==> src/spc_map.vh <==
// Register offsets, field positions and reset values for the pointer block
`ifndef SPC_MAP_VH
`define SPC_MAP_VH

// ----------------------------------------------------------------
// Register word indices and byte addresses
// ----------------------------------------------------------------
`define SPC_IDX_PTR_READ 4'h4
`define SPC_IDX_RAM_READ 4'hA
`define SPC_ADDR_CONTROL 8'h00
`define SPC_ADDR_CLK_EN 8'h08
`define SPC_ADDR_PTR_STROBE 8'h0C
`define SPC_ADDR_PTR_READ {2'b00, `SPC_IDX_PTR_READ, 2'b00}
`define SPC_ADDR_RAM_WRITE 8'h14
`define SPC_ADDR_RAM_READ {2'b00, `SPC_IDX_RAM_READ, 2'b00}

// ----------------------------------------------------------------
// Fields and reset values
// ----------------------------------------------------------------
`define SPC_CTRL_LOAD_BIT 4
`define SPC_CTRL_DUAL_BIT 7
`define SPC_CLK_EN_BIT 0
`define SPC_CTRL_RESET 8'h80
`define SPC_CLK_EN_RESET 8'h01
`define SPC_PTR_LSB 2
`define SPC_RAM_LSB 4
`define SPC_RAM_DEPTH 16
`define SPC_RESP_OKAY 2'b00
`define SPC_RESP_SLVERR 2'b10

`endif

==> src/spc_stack_pointer.v <==
// Sequence pointer and control RAM with an AXI4-Lite register slave
//
// The AXI4-Lite register port was chosen for this implementation.
`timescale 1ns/1ns
`default_nettype none
`include "spc_map.vh"

module spc_stack_pointer
(
  // Clock and reset
  input wire aclk,
  input wire aresetn,
  // AXI4-Lite write address
  input wire [7:0] s_axi_awaddr,
  input wire s_axi_awvalid,
  output reg s_axi_awready,
  // AXI4-Lite write data
  input wire [31:0] s_axi_wdata,
  input wire [3:0] s_axi_wstrb,
  input wire s_axi_wvalid,
  output reg s_axi_wready,
  // AXI4-Lite write response
  output reg [1:0] s_axi_bresp,
  output reg s_axi_bvalid,
  input wire s_axi_bready,
  // AXI4-Lite read address
  input wire [7:0] s_axi_araddr,
  input wire s_axi_arvalid,
  output reg s_axi_arready,
  // AXI4-Lite read data
  output reg [31:0] s_axi_rdata,
  output reg [1:0] s_axi_rresp,
  output reg s_axi_rvalid,
  input wire s_axi_rready,
  // Sequence logic
  input wire sequence_clear,
  output reg [3:0] pointer_bits,
  output reg [3:0] control_ram_outputs,
  output reg dual_qualifier_select
);

  // ----------------------------------------------------------------
  // State
  // ----------------------------------------------------------------
  reg [7:0] control;
  reg [7:0] clk_en;
  reg [3:0] pointer;
  // Sixteen nibbles of flip-flops; the pointer is the only address
  reg [3:0] ram [0:`SPC_RAM_DEPTH-1];
  reg aw_held;
  reg w_held;
  reg [7:0] aw_addr;
  reg [7:0] w_data;
  reg w_lane0;
  reg [3:0] next_pointer;
  reg [1:0] next_resp;
  reg [31:0] next_rdata;
  reg [1:0] next_rresp;
  wire pointer_load_n;
  wire pointer_clock_enable_n;
  wire [3:0] ram_now;
  wire do_write;
  wire write_fire;
  wire pointer_strobe_n;
  wire control_ram_write_n;
  wire do_read;
  wire pointer_readback_select_n;
  wire control_ram_read_n;
  integer i;
  // Reset image of the control byte, so the dual select flop starts
  // from the same bit that software reads back
  localparam [7:0] CTRL_RESET = `SPC_CTRL_RESET;

  // Both mode bits are active low, as the pointer logic expects
  assign pointer_load_n = control[`SPC_CTRL_LOAD_BIT];
  assign pointer_clock_enable_n = clk_en[`SPC_CLK_EN_BIT];
  // Chip select is tied active, so only strobes govern access
  assign ram_now = ~ram[pointer];

  // ----------------------------------------------------------------
  // Write channel capture
  // ----------------------------------------------------------------
  // Address and data are taken in either order; the write acts once
  // both are held and no response is still waiting.
  assign do_write = aw_held && w_held && !s_axi_bvalid;
  // A write without lane 0 still answers but strobes nothing
  assign write_fire = do_write && w_lane0;

  spc_strobe_decode #(.MATCH(`SPC_ADDR_PTR_STROBE)) ptr_strobe_dec
  (
    .fire(write_fire),
    .addr(aw_addr),
    .strobe_n(pointer_strobe_n)
  );

  spc_strobe_decode #(.MATCH(`SPC_ADDR_RAM_WRITE)) ram_write_dec
  (
    .fire(write_fire),
    .addr(aw_addr),
    .strobe_n(control_ram_write_n)
  );

  always @(posedge aclk)
  begin
    if (!aresetn)
    begin
      s_axi_awready <= 1'b0;
      s_axi_wready <= 1'b0;
      aw_held <= 1'b0;
      w_held <= 1'b0;
      aw_addr <= 8'h00;
      w_data <= 8'h00;
      w_lane0 <= 1'b0;
    end
    else
    begin
      s_axi_awready <= !aw_held && !s_axi_awready && s_axi_awvalid;
      s_axi_wready <= !w_held && !s_axi_wready && s_axi_wvalid;
      if (s_axi_awvalid && s_axi_awready)
      begin
        aw_held <= 1'b1;
        aw_addr <= {s_axi_awaddr[7:2], 2'b00};
      end
      else if (do_write)
        aw_held <= 1'b0;
      if (s_axi_wvalid && s_axi_wready)
      begin
        w_held <= 1'b1;
        w_data <= s_axi_wdata[7:0];
        w_lane0 <= s_axi_wstrb[0];
      end
      else if (do_write)
        w_held <= 1'b0;
    end
  end

  // ----------------------------------------------------------------
  // Write response
  // ----------------------------------------------------------------
  // Unmapped and read-only offsets answer SLVERR and change nothing
  always @*
  begin
    case (aw_addr)
      `SPC_ADDR_CONTROL,
      `SPC_ADDR_CLK_EN,
      `SPC_ADDR_PTR_STROBE,
      `SPC_ADDR_RAM_WRITE:
        next_resp = `SPC_RESP_OKAY;
      default:
        next_resp = `SPC_RESP_SLVERR;
    endcase
  end

  always @(posedge aclk)
  begin
    if (!aresetn)
    begin
      s_axi_bvalid <= 1'b0;
      s_axi_bresp <= `SPC_RESP_OKAY;
    end
    else if (do_write)
    begin
      s_axi_bvalid <= 1'b1;
      s_axi_bresp <= next_resp;
    end
    else if (s_axi_bready)
      s_axi_bvalid <= 1'b0;
  end

  // ----------------------------------------------------------------
  // Control registers
  // ----------------------------------------------------------------
  // Reset leaves the pointer in load mode with its clock disabled.
  always @(posedge aclk)
  begin
    if (!aresetn)
    begin
      control <= `SPC_CTRL_RESET;
      clk_en <= `SPC_CLK_EN_RESET;
      dual_qualifier_select <= CTRL_RESET[`SPC_CTRL_DUAL_BIT];
    end
    else if (do_write && w_lane0)
    begin
      if (aw_addr == `SPC_ADDR_CONTROL)
      begin
        control <= w_data;
        dual_qualifier_select <= w_data[`SPC_CTRL_DUAL_BIT];
      end
      if (aw_addr == `SPC_ADDR_CLK_EN)
        clk_en <= w_data;
    end
  end

  // ----------------------------------------------------------------
  // Sequence pointer
  // ----------------------------------------------------------------
  // A clear in the same cycle as a strobe wins and the strobe is lost,
  // so software should not count while the trigger logic may clear.
  always @*
  begin
    next_pointer = pointer;
    // The clear input only acts while the dual qualifier is high
    if (dual_qualifier_select && sequence_clear)
      next_pointer = 4'h0;
    else if (!pointer_strobe_n && !pointer_clock_enable_n)
    begin
      if (!pointer_load_n)
        next_pointer = w_data[3:0];
      else if (ram_now[0])
        next_pointer = pointer + 4'h1;
    end
  end

  always @(posedge aclk)
  begin
    if (!aresetn)
      pointer <= 4'h0;
    else
      pointer <= next_pointer;
  end

  // ----------------------------------------------------------------
  // Control RAM
  // ----------------------------------------------------------------
  // The write lands where the pointer stood before this edge; a strobe
  // and a RAM write never share an edge, as one write runs at a time.
  always @(posedge aclk)
  begin
    if (!aresetn)
    begin
      for (i = 0; i < `SPC_RAM_DEPTH; i = i + 1)
        ram[i] <= 4'h0;
    end
    else if (!control_ram_write_n)
      ram[pointer] <= w_data[7:4];
  end

  // ----------------------------------------------------------------
  // Registered views for the recognizer
  // ----------------------------------------------------------------
  // One cycle behind the internal state so every output is a flop.
  // The recognizer sees a new pointer one edge after the strobe lands.
  always @(posedge aclk)
  begin
    if (!aresetn)
    begin
      pointer_bits <= 4'h0;
      control_ram_outputs <= 4'hF;
    end
    else
    begin
      pointer_bits <= pointer;
      control_ram_outputs <= ram_now;
    end
  end

  // ----------------------------------------------------------------
  // Read channel
  // ----------------------------------------------------------------
  assign do_read = s_axi_arvalid && s_axi_arready;

  spc_strobe_decode #(.MATCH(`SPC_ADDR_PTR_READ)) ptr_read_dec
  (
    .fire(do_read),
    .addr(s_axi_araddr),
    .strobe_n(pointer_readback_select_n)
  );

  spc_strobe_decode #(.MATCH(`SPC_ADDR_RAM_READ)) ram_read_dec
  (
    .fire(do_read),
    .addr(s_axi_araddr),
    .strobe_n(control_ram_read_n)
  );

  // Read data is captured with the address, so a pointer move while
  // rvalid waits does not change the word already offered.
  always @*
  begin
    next_rdata = 32'h0000_0000;
    next_rresp = `SPC_RESP_OKAY;
    if (!pointer_readback_select_n)
      next_rdata[`SPC_PTR_LSB +: 4] = pointer;
    else if (!control_ram_read_n)
      next_rdata[`SPC_RAM_LSB +: 4] = ram_now;
    else
    begin
      case ({s_axi_araddr[7:2], 2'b00})
        `SPC_ADDR_CONTROL:
          next_rdata[7:0] = control;
        `SPC_ADDR_CLK_EN:
          next_rdata[7:0] = clk_en;
        default:
          next_rresp = `SPC_RESP_SLVERR;
      endcase
    end
  end

  always @(posedge aclk)
  begin
    if (!aresetn)
    begin
      s_axi_arready <= 1'b0;
      s_axi_rvalid <= 1'b0;
      s_axi_rdata <= 32'h0000_0000;
      s_axi_rresp <= `SPC_RESP_OKAY;
    end
    else
    begin
      // No new address is taken while an answer still waits
      s_axi_arready <= !s_axi_arready && !s_axi_rvalid && s_axi_arvalid;
      if (do_read)
      begin
        s_axi_rvalid <= 1'b1;
        s_axi_rdata <= next_rdata;
        s_axi_rresp <= next_rresp;
      end
      else if (s_axi_rready)
        s_axi_rvalid <= 1'b0;
    end
  end

endmodule

// ----------------------------------------------------------------
// Access strobe decoder
// ----------------------------------------------------------------
// One active-low strobe per register address. Byte lanes below the
// word are ignored, so any address inside the word selects it; a
// transfer with no match leaves the strobe idle.
module spc_strobe_decode
#(
  parameter [7:0] MATCH = 8'h00
)
(
  // Qualifier and address
  input wire fire,
  input wire [7:0] addr,
  // Strobe out
  output wire strobe_n
);

  assign strobe_n = !(fire && {addr[7:2], 2'b00} == MATCH);

endmodule
`default_nettype wire

==> config.mk <==
export PLATFORM = sky130hd
export DESIGN_NAME = spc_stack_pointer
export DESIGN_NICKNAME = d
export VERILOG_FILES = /design/src/spc_stack_pointer.v
export VERILOG_INCLUDE_DIRS = /design/src
export SDC_FILE = /design/constraint.sdc
export NUM_CORES = 1
export LEC_CHECK = 0
export BUFFER_PORTS_ARGS = -buffer_cell sky130_fd_sc_hd__buf_2
export CAP_MARGIN = 5
export CORE_AREA = 3 3 126 128
export DETAILED_ROUTE_END_ITERATION = 10
export DIE_AREA = 0 0 129 131
export GPL_ROUTABILITY_DRIVEN = 0
export MAX_ROUTING_LAYER = met4
export PLACE_DENSITY = 0.6
export SLEW_MARGIN = 20
export SYNTH_ARGS = -nofsm -noshare
export SYNTH_HDL_FRONTEND = slang
export SYNTH_SLANG_ARGS = --single-unit
==> constraint.sdc <==
create_clock -name aclk -period 2.2 [get_ports aclk]
set_clock_uncertainty 0.05 [all_clocks]
set_input_delay 0.33 -clock aclk [delete_from_list [all_inputs] [get_ports aclk]]
set_output_delay 0.33 -clock aclk [all_outputs]
set_load 0.01 [all_outputs]
==> impl_metrics.env, run 1 <==
export IMPL_stdcell_count=766
export IMPL_drc=0
export IMPL_antenna_found_initial=0
export IMPL_power_share_clock_pct=51.0
export IMPL_tightest_slew_ns=0.7598
export IMPL_drv_cap=0
export IMPL_cts_sinks=128
export IMPL_startpoint_type="flip-flop"
export IMPL_end_kind="flip-flop"
export IMPL_p_sw_mw=1.175
export IMPL_nets=629
export IMPL_core_sq_um=14980
export IMPL_drt_total_wl_um=13020
export IMPL_syn_avg_cell_area_sq_um=11.52
export IMPL_leakage_nw=2.651
export IMPL_swShare_pct=20.46
export IMPL_pre_cts_slack_ns=0.09019
export IMPL_dp_hpwl_um=8880
export IMPL_ys_warnings_count=0
export IMPL_status="completed"
export IMPL_synth_top_flop_cell="edfxtp_1"
export IMPL_grt_usage_pct=16.26
export IMPL_clockBufferDepth=2
export IMPL_ys_seq_elements=128
export IMPL_tns_ns=0
export IMPL_finalCriticalPeriod_ns=2.142
export IMPL_area_growth_pct=17.16
export IMPL_placedCellCount=734
export IMPL_async_flop_share_pct=0
export IMPL_required_ns=2.50
export IMPL_final_area_sq_um=6937
export IMPL_fp_dieW_um=129
export IMPL_crit_path_end="s_axi_rdata[5]$_SDFFE_PN0P_"
export IMPL_p_int_mw=4.566
export IMPL_avgViaCountPerCell=5.077
export IMPL_r2r_end="s_axi_rdata[5]$_SDFFE_PN0P_"
export IMPL_setup_viol=0
export IMPL_fin_crit_sh_pct=97.37
export IMPL_crit_fanout=14
export IMPL_wl_per_cell_um=17.00
export IMPL_rsz0062_at_grt="no"
export IMPL_ys_seq_area_share_pct=54.10
export IMPL_reg2regPathDepth=5
export IMPL_drtPass1Iterations=4
export IMPL_cp_arrival_ns=2.44
export IMPL_synth_cells=514
export IMPL_synth_edf_count=64
export IMPL_tritoncts="yes"
export IMPL_route_vias_total=3889
export IMPL_n_antenna_cell=0
export IMPL_finalWorstSetupSlack_ns=0.05778
export IMPL_drt_first_iter_violations=251
export IMPL_slew_headroom_pct=49.28
export IMPL_cts_htree_levels=4
export IMPL_comb_power_share_pct=3.6
export IMPL_synth_area_sq_um=5921
export IMPL_drive_above_1_share_pct=20.42
export IMPL_rows=45
export IMPL_hold_viol=0
export IMPL_seqPwrFrac_pct=45.3
export IMPL_max_freq_mhz=466.8
export IMPL_holdWs_ns=0.1041
export IMPL_numCtsBuffers=17
export IMPL_drtAntennaViolNets=0
export IMPL_grt_pass1_wl_um=19840
export IMPL_fp_dieH_um=131
export IMPL_port_buffers=52
export IMPL_r2r_setup_slack_ns=0.06
export IMPL_grt_max_degree=74
export IMPL_clock_tree_root_cell="clkbuf_16"
export IMPL_dpl_cell_area_sq_um=6285
export IMPL_cts_clk_slew_worst_paths_ns=0.06
export IMPL_grt_pass1_vias=3675
export IMPL_path_class="reg2reg"
export IMPL_slew_violations=0
export IMPL_initial_core_util_pct=39.53
export IMPL_dieArea_sq_um=16900
export IMPL_yosysUniqueCellTypes=54
export IMPL_power_density_nw_per_um2=827.6
export IMPL_grt_overflow=0
export IMPL_clk_latency_ns=0.41
export IMPL_min_path_type="in2reg"
export IMPL_ir_drop_v=0.0005270
export IMPL_boundaryPins=110
==> cell usage after synthesis, drive strengths merged, types with 2 or more instances <==
library cell  number  share of area, %
nand2             49               3.1
a211o              2              0.30
nand2b             3              0.32
mux2i             25               4.2
ha                 4              0.85
clkbuf            24               1.5
buf               32               4.1
mux2               5              0.95
and3b              2              0.30
o21ai             23               1.9
nor2b             18               1.9
and2              72               7.6
nand3             13               1.1
nor2              22               1.4
a22oi              3              0.38
a21oi              8              0.74
a31oi              2              0.21
mux4              19               7.5
and4b              2              0.34
edfxtp            64                32
dfxtp             64                22
nor3b              2              0.25
inv                6              0.38
a221oi             4              0.59
and3               2              0.21
a21boi            22               2.8
nor4bb             2              0.34
nor3               4              0.61
==> layout by cell type, fill, tap and decap left out, types with 18 or more instances in the layout <==
cell	Yosys	final
mux2i_1	25	22
and2_1	72	72
edfxtp_1	64	64
nand2_1	49	49
o21ai_1	20	20
clkbuf_16	0	21
nor2_1	22	22
a21boi_1	22	22
conb_1	1	26
nor2b_1	18	18
dfxtp_1	64	63
buf_2	2	52
==> timing repair <==
action                                  4_1_cts  5_1_grt
endpoints found under the setup margin        0        5
hold buffers                                  0        0
gates resized for setup                       0        4
buffers inserted                              0        0
==> power by group through the flow <==
| stage | clock network, mW | registers (mW) | logic [mW] |
|---|---|---|---|
| final | 2.93 | 2.60 | 0.207 |
| after global routing | 3.07 | 2.61 | 0.228 |
| after CTS | 2.96 | 2.60 | 0.206 |
| after detailed placement | 0 | 2.65 | 0.205 |
| after global placement | 0 | 2.65 | 0.201 |
| after floorplan | 0 | 2.63 | 0.175 |
==> stage by stage <==
| stage | util [%] | power [mW] |
|---|---|---|
| finish | 46.32 | 5.740 |
| detailed placement | 41.96 | 2.860 |
| global placement | 41.96 | 2.852 |
| CTS | 46.23 | 5.775 |
| global route | 46.32 | 5.904 |
| floorplan | - | 2.805 |
==> critical path, cell delays in order, from the launching register on <==
cell and delay, ns:
dfxtp_1 0.35, buf_12 0.18, mux4_1 0.60, mux4_2 0.52
or2_1 0.25, a21oi_2 0.12
==> cells by family after synthesis <==
kind of cell | after synthesis | synth area share, %
XOR/XNOR | 1 | 0.1480
AO/OA/AOI/OAI | 70 | 7.819
multiplexers | 49 | 12.66
buffers and inverters | 63 | 6.065
flip-flops | 128 | 54.10
adder cells (fa/ha/maj) | 4 | 0.8453
other | 1 | 0.06334
AND/OR/NAND/NOR | 198 | 18.30
==> registers in the layout, summed over array words and instances, names as in the netlist, named ones only <==
signal                 flops
aw_addr                    6
aw_held                    1
clk_en                     8
control                    7
control_ram_outputs        4
dual_qualifier_select      1
pointer                    4
pointer_bits               4
ram                       64
s_axi_arready              1
s_axi_awready              1
s_axi_bresp                1
s_axi_bvalid               1
s_axi_rdata                8
s_axi_rresp                1
s_axi_rvalid               1
s_axi_wready               1
w_data                     8
w_held                     1
w_lane0                    1
==> worst min-delay path by stage <==
stage / start / slack [ns] / depth (start not counted) / to
after floorplan: w_held$_SDFFE_PN0P_ / 0.38 / 1 / s_axi_wready$_SDFF_PN0_
after global placement: s_axi_rvalid$_SDFFE_PN0P_ / 0.37 / 1 / s_axi_arready$_SDFF_PN0_
after detailed placement: s_axi_rdata[1]$_SDFFE_PN0P_ / 0.39 / 2 / s_axi_rdata[1]$_SDFFE_PN0P_
after CTS: s_axi_wdata[1] / 0.09 / 3 / w_data[1]$_SDFFE_PN0P_
after global routing: s_axi_wdata[0] / 0.10 / 3 / w_data[0]$_SDFFE_PN0P_
final: s_axi_wdata[1] / 0.10 / 3 / w_data[1]$_SDFFE_PN0P_
==> final cells by class <==
| cell class | count | area, sq um |
|---|---|---|
| Fill cell | 1348 | 8040 |
| Inverter | 7 | 26.28 |
| Multi-Input combinational cell | 348 | 2464 |
| Sequential cell | 128 | 3204 |
| Timing Repair Buffer | 63 | 367.9 |
| Clock inverter | 6 | 61.31 |
| Tap cell | 188 | 235.2 |
| Clock buffer | 26 | 578.1 |
==> per-layer routing <==
metal | GRT usage (%) | wire length, um | vias to the layer above
met5 | - | 0 | -
met4 | 7.041 | 259 | 0
met3 | 3.577 | 757 | 18
met2 | 25.85 | 6340 | 122
met1 | 20.07 | 5661 | 1867
li1 | - | - | 1882
No activity file was read; power rests on OpenSTA's default activity.
==> run 2, diff against run 1 <==
Settings changed: GPL_TIMING_DRIVEN from default to 0.
Clock period 2.2 ns to 2.7 ns, I/O delays scaled along.
==> run 2 against run 1 <==
Against the previous run:
- cell area rose by 1.8%
- first-iteration DRC count grew 8.0%
- critical path depth is the same
- setup slack improved by 0.14 ns
- power is 22% lower
- register-to-register slack improved by 0.14 ns
- critical endpoint is now s_axi_rdata[7]$_SDFFE_PN0P_
- largest power group unchanged
==> impl_metrics.env, run 2 (synthesized netlist as in run 1, its figures left out) <==
export IMPL_power_density_nw_per_um2=636.1
export IMPL_drtAntennaViolNets=0
export IMPL_route_met2_wl_um=6851
export IMPL_cts_hold_buf=0
export IMPL_p_int_mw=3.520
export IMPL_antenna_found_initial=0
export IMPL_max_freq_mhz=398.9
export IMPL_drv_cap=0
export IMPL_boundaryPins=110
export IMPL_nets=673
export IMPL_avgViaCountPerCell=5.062
export IMPL_leakage_nw=2.721
export IMPL_wl_per_cell_um=17.47
export IMPL_grt_usage_pct=17.46
export IMPL_drive_above_1_share_pct=20.61
export IMPL_cp_arrival_ns=2.81
export IMPL_holdWs_ns=0.1757
export IMPL_tritoncts="yes"
export IMPL_end_kind="flip-flop"
export IMPL_grt_max_degree=17
export IMPL_tightest_slew_ns=0.8458
export IMPL_cp_slowest_cell="buf_1"
export IMPL_numCtsBuffers=17
export IMPL_n_antenna_cell=0
export IMPL_route_vias_total=4095
export IMPL_mostFrequentLayoutCells="72 x and2_1, 64 x dfxtp_1, 64 x edfxtp_1"
export IMPL_drc=0
export IMPL_fp_dieH_um=131
export IMPL_drt_first_iter_violations=271
export IMPL_slew_headroom_pct=43.18
export IMPL_grt_pass1_wl_um=21310
export IMPL_clock_tree_root_cell="clkbuf_16"
export IMPL_rsz0062_at_grt="no"
export IMPL_swShare_pct=21.62
export IMPL_postCtsResizedCells=0
export IMPL_p_sw_uw=970.6
export IMPL_core_sq_um=14980
export IMPL_initial_core_util_pct=39.53
export IMPL_fin_crit_sh_pct=92.84
export IMPL_crit_fanout=10
export IMPL_startpoint_type="flip-flop"
export IMPL_cts_clk_slew_worst_paths_ns=0.06
export IMPL_slew_violations=0
export IMPL_largest_register="ram"
export IMPL_hold_viol=0
export IMPL_clk_latency_ns=0.42
export IMPL_finalCriticalPeriod_ns=2.507
export IMPL_grt_pass1_vias=3860
export IMPL_path_class="reg2reg"
export IMPL_cp_cell_sequence="buf_1, mux4_2, mux4_2, o21ai_1, and2_1"
export IMPL_area_growth_pct=19.23
export IMPL_mostFrequentLayoutCell="and2_1"
export IMPL_status="completed"
export IMPL_grt_overflow=0
export IMPL_routed_top_layer="met4"
export IMPL_m1WireLength_um=6178
export IMPL_dp_hpwl_um=10100
export IMPL_cts_setup_buffers=0
export IMPL_drtPass1Iterations=4
export IMPL_min_path_type="in2reg"
export IMPL_largest_reg_flops=64
export IMPL_drt_total_wl_um=14130
export IMPL_tns_ns=0
export IMPL_cts_htree_levels=4
export IMPL_comb_power_share_pct=4.9
export IMPL_power_share_clock_pct=48.1
export IMPL_crit_top_cell="mux4_2"
export IMPL_port_buffers=51
export IMPL_cts_sinks=128
export IMPL_wl_met3_um=914
export IMPL_required_ns=3.00
export IMPL_setup_viol=0
export IMPL_seqPwrFrac_pct=47.0
export IMPL_dieArea_sq_um=16900
export IMPL_clockBufferDepth=2
export IMPL_ir_drop_v=0.0004233
export IMPL_fp_dieW_um=129
export IMPL_max_stage_delay_ns=0.62
export IMPL_rows=45
==> run 2: path summary, 6_finish.rpt <==
check                       startpoint                           to  slack [ns]  cells after the start
max                          flip-flop  s_axi_rdata[7]$_SDFFE_PN0P_        0.19                      5
min reg2reg  s_axi_rvalid$_SDFFE_PN0P_     s_axi_arready$_SDFF_PN0_        0.39                      1
max reg2reg                  flip-flop  s_axi_rdata[7]$_SDFFE_PN0P_        0.19                      5
min                      s_axi_arvalid     s_axi_arready$_SDFF_PN0_        0.18                      3
==> run 2: critical path, delay by kind of cell, from the launching register on <==
| kind | cells | cell delay (ns) |
|---|---|---|
| AOI/OAI and AO/OA | 1 | 0.17 |
| buffers and inverters | 1 | 0.62 |
| DFF | 1 | 0.49 |
| muxes | 2 | 0.98 |
| and+or+nand+nor | 1 | 0.14 |
==> run 2: per-layer routing <==
metal | track usage [%] | vias up
met1 | 22.24 | 1979
met4 | 5.930 | 0
met5 | - | -
li1 | - | 1965
met2 | 27.53 | 138
met3 | 4.106 | 13
==> run 2: layout make-up <==
type | count | area [sq um]
plain buffers | 56 | 332.8
clock inverters | 11 | 117.6
multi-input cells | 348 | 2452
clock buffers | 20 | 436.7
flip-flops and latches | 128 | 3203
repair buffers | 51 | 255.2
fillers | 1394 | 7918
well taps | 188 | 235.2
inverters | 7 | 26.28
==> run 2: power groups by stage <==
stage	combinational (mW)	sequential, mW	clock (mW)
global placement	0.214	2.15	0
CTS	0.218	2.11	2.20
detailed placement	0.217	2.15	0
finish	0.219	2.11	2.16
global route	0.240	2.11	2.28
floorplan	0.143	2.14	0
==> run 2: metrics by stage <==
| step | area, sq um | cells | total power, mW | setup slack, ns | utilization (%) |
|---|---|---|---|---|---|
| global placement | 6505 | 778 | 2.362 | 0.2474 | 43.43 |
| CTS | 7059 | 809 | 4.527 | 0.1782 | 47.13 |
| global route | 7059 | 809 | 4.630 | 0.09358 | 47.13 |
| detailed placement | 6505 | 778 | 2.368 | 0.1870 | 43.43 |
| floorplan | 6015 | 539 | 2.285 | 0.7993 | - |
| finish | 7059 | 809 | 4.490 | 0.1932 | 47.13 |
==> run 3, diff against run 2 <==
--- a/config.mk
+++ b/config.mk
@@ -10,5 +10,5 @@
 export CAP_MARGIN = 5
-export CORE_AREA = 3 3 126 128
+export CORE_AREA = 3 3 108 110
 export DETAILED_ROUTE_END_ITERATION = 10
-export DIE_AREA = 0 0 129 131
+export DIE_AREA = 0 0 111 113
 export GPL_ROUTABILITY_DRIVEN = 0
@@ -16,3 +16,3 @@
 export MAX_ROUTING_LAYER = met4
-export PLACE_DENSITY = 0.6
+export PLACE_DENSITY = 0.78
 export SLEW_MARGIN = 20
--- a/constraint.sdc
+++ b/constraint.sdc
@@ -4,2 +4,2 @@
 set_output_delay 0.405 -clock aclk [all_outputs]
-set_load 0.01 [all_outputs]
+set_load 0.05 [all_outputs]
==> run 3 against run 2 <==
Against the previous run:
- combinational power grew 39%
- wire length is 6.6% lower
- maximum frequency increased by 2.8%
- clock power down 3%
- critical path depth is the same
==> impl_metrics.env, run 3 (synthesized netlist as in run 1, its figures left out) <==
export IMPL_fp_dieW_um=111
export IMPL_final_area_sq_um=6988
export IMPL_tns_ns=0
export IMPL_setup_viol=0
export IMPL_power_share_clock_pct=46.6
export IMPL_nets=673
export IMPL_grt_pass1_wl_um=21130
export IMPL_min_path_type="in2reg"
export IMPL_startpoint_type="flip-flop"
export IMPL_dieArea_sq_um=12540
export IMPL_grt_max_degree=17
export IMPL_leakage_nw=2.726
export IMPL_drtAntennaViolNets=0
export IMPL_power_mw=4.516
export IMPL_cp_slowest_cell="buf_1"
export IMPL_drive_above_1_share_pct=20.90
export IMPL_clockBufferDepth=2
export IMPL_power_density_nw_per_um2=646.3
export IMPL_antenna_found_initial=0
export IMPL_mostFrequentLayoutCells="72 x and2_1, 64 x dfxtp_1, 64 x edfxtp_1"
export IMPL_cts_htree_levels=4
export IMPL_grt_pass1_vias=4097
export IMPL_status="completed"
export IMPL_cts_sinks=128
export IMPL_wl_met3_um=858
export IMPL_route_met2_wl_um=6457
export IMPL_drtPass1Iterations=6
export IMPL_p_int_mw=3.473
export IMPL_slew_violations=0
export IMPL_drc=0
export IMPL_comb_power_share_pct=6.7
export IMPL_crit_family="multiplexers"
export IMPL_numCtsBuffers=17
export IMPL_slew_headroom_pct=45.76
export IMPL_fp_dieH_um=113
export IMPL_cts_hold_buf=0
export IMPL_rows=38
export IMPL_n_antenna_cell=0
export IMPL_fillers=812
export IMPL_path_class="reg2reg"
export IMPL_tritoncts="yes"
export IMPL_core_sq_um=10790
export IMPL_finalCriticalPeriod_ns=2.439
export IMPL_cp_arrival_ns=2.85
export IMPL_drt_total_wl_um=13200
export IMPL_end_kind="flip-flop"
export IMPL_avgViaCountPerCell=5.406
export IMPL_rsz0062_at_grt="no"
export IMPL_clock_tree_root_cell="clkbuf_8"
export IMPL_crit_top_cell="mux4_2"
export IMPL_ir_drop_v=0.0003804
export IMPL_grt_usage_pct=22.87
export IMPL_postCtsResizedCells=0
export IMPL_largest_reg_flops=64
export IMPL_final_util_pct=64.75
export IMPL_boundaryPins=110
export IMPL_critPathBufInv=1
export IMPL_cp_cell_sequence="buf_1, mux4_2, mux4_2, o21ai_1, and2_1"
export IMPL_initial_core_util_pct=54.86
export IMPL_port_buffers=51
export IMPL_fin_crit_sh_pct=90.33
export IMPL_seqPwrFrac_pct=46.7
export IMPL_required_ns=3.11
export IMPL_crit_fanout=10
export IMPL_hold_viol=0
export IMPL_tightest_slew_ns=0.8074
export IMPL_swShare_pct=23.11
export IMPL_drt_first_iter_violations=377
export IMPL_area_growth_pct=18.03
export IMPL_grt_overflow=0
export IMPL_routed_top_layer="met4"
export IMPL_mostFrequentLayoutCell="and2_1"
export IMPL_largest_register="ram"
export IMPL_drv_cap=0
export IMPL_cts_setup_buffers=0
export IMPL_route_vias_total=4119
export IMPL_dpl_cell_area_sq_um=6445
export IMPL_wl_per_cell_um=17.33
export IMPL_dp_hpwl_um=9403
export IMPL_m1WireLength_um=5577
export IMPL_max_freq_mhz=410.0
export IMPL_cts_clk_slew_worst_paths_ns=0.06
export IMPL_p_sw_mw=1.044
export IMPL_clk_latency_ns=0.52
export IMPL_max_stage_delay_ns=0.58
==> run 3: cell count changes in the layout (fill, tap and decap cells not counted) <==
cell / previous run / this run
clkinv_2: 2 / 6
clkbuf_1: 27 / 26
clkinv_4: 2 / 1
clkbuf_8: 0 / 1
clkbuf_16: 17 / 16
clkinvlp_4: 3 / 2
==> run 3: tightest hold or removal path, stage by stage <==
cell,delay (ns)
buf_2,0.09
nand2_1,0.04
a21boi_1,0.05
==> run 3: path summary, 6_finish.rpt <==
kind	startpoint	cells past startpoint	end	slack, ns
worst max register to register	flip-flop	5	s_axi_rdata[6]$_SDFFE_PN0P_	0.26
worst min register to register	s_axi_rvalid$_SDFFE_PN0P_	1	s_axi_arready$_SDFF_PN0_	0.39
worst max-delay path	flip-flop	5	s_axi_rdata[6]$_SDFFE_PN0P_	0.26
worst min-delay path	s_axi_wdata[5]	3	w_data[5]$_SDFFE_PN0P_	0.07
==> run 3: per-layer routing <==
metal / track usage (%) / up-vias
li1: - / 1972
met1: 28.44 / 1946
met2: 36.25 / 172
met3: 5.668 / 29
met4: 9.195 / 0
met5: - / -
==> run 3: power groups by stage <==
stage | Clock [mW] | Combinational, mW | Sequential (mW)
detailed placement | 0 | 0.302 | 2.15
finish | 2.10 | 0.304 | 2.11
global route | 2.21 | 0.326 | 2.11
floorplan | 0 | 0.207 | 2.17
CTS | 2.12 | 0.303 | 2.11
global placement | 0 | 0.298 | 2.15
==> run 3: area by class of cell <==
class / count / area [sq um] / area share [%]
well taps: 140 / 175.2 / 2.507
plain buffers: 56 / 332.8 / 4.763
clock inverters: 13 / 121.4 / 1.737
inverters: 7 / 26.28 / 0.3760
repair buffers: 51 / 255.2 / 3.653
flip-flops and latches: 128 / 3203 / 45.84
clock buffers: 19 / 421.7 / 6.034
multi-input cells: 348 / 2452 / 35.09
==> run 3: stage by stage <==
step / worst slack [ns] / hold WS (ns) / std cells
final: 0.2611 / 0.06604 / 762
after global routing: 0.1817 / 0.05882 / 762
after floorplan: 0.7399 / 0.3786 / 539
after global placement: 0.2726 / 0.3716 / 730
after CTS: 0.2749 / 0.04712 / 762
after detailed placement: 0.2930 / 0.3847 / 730
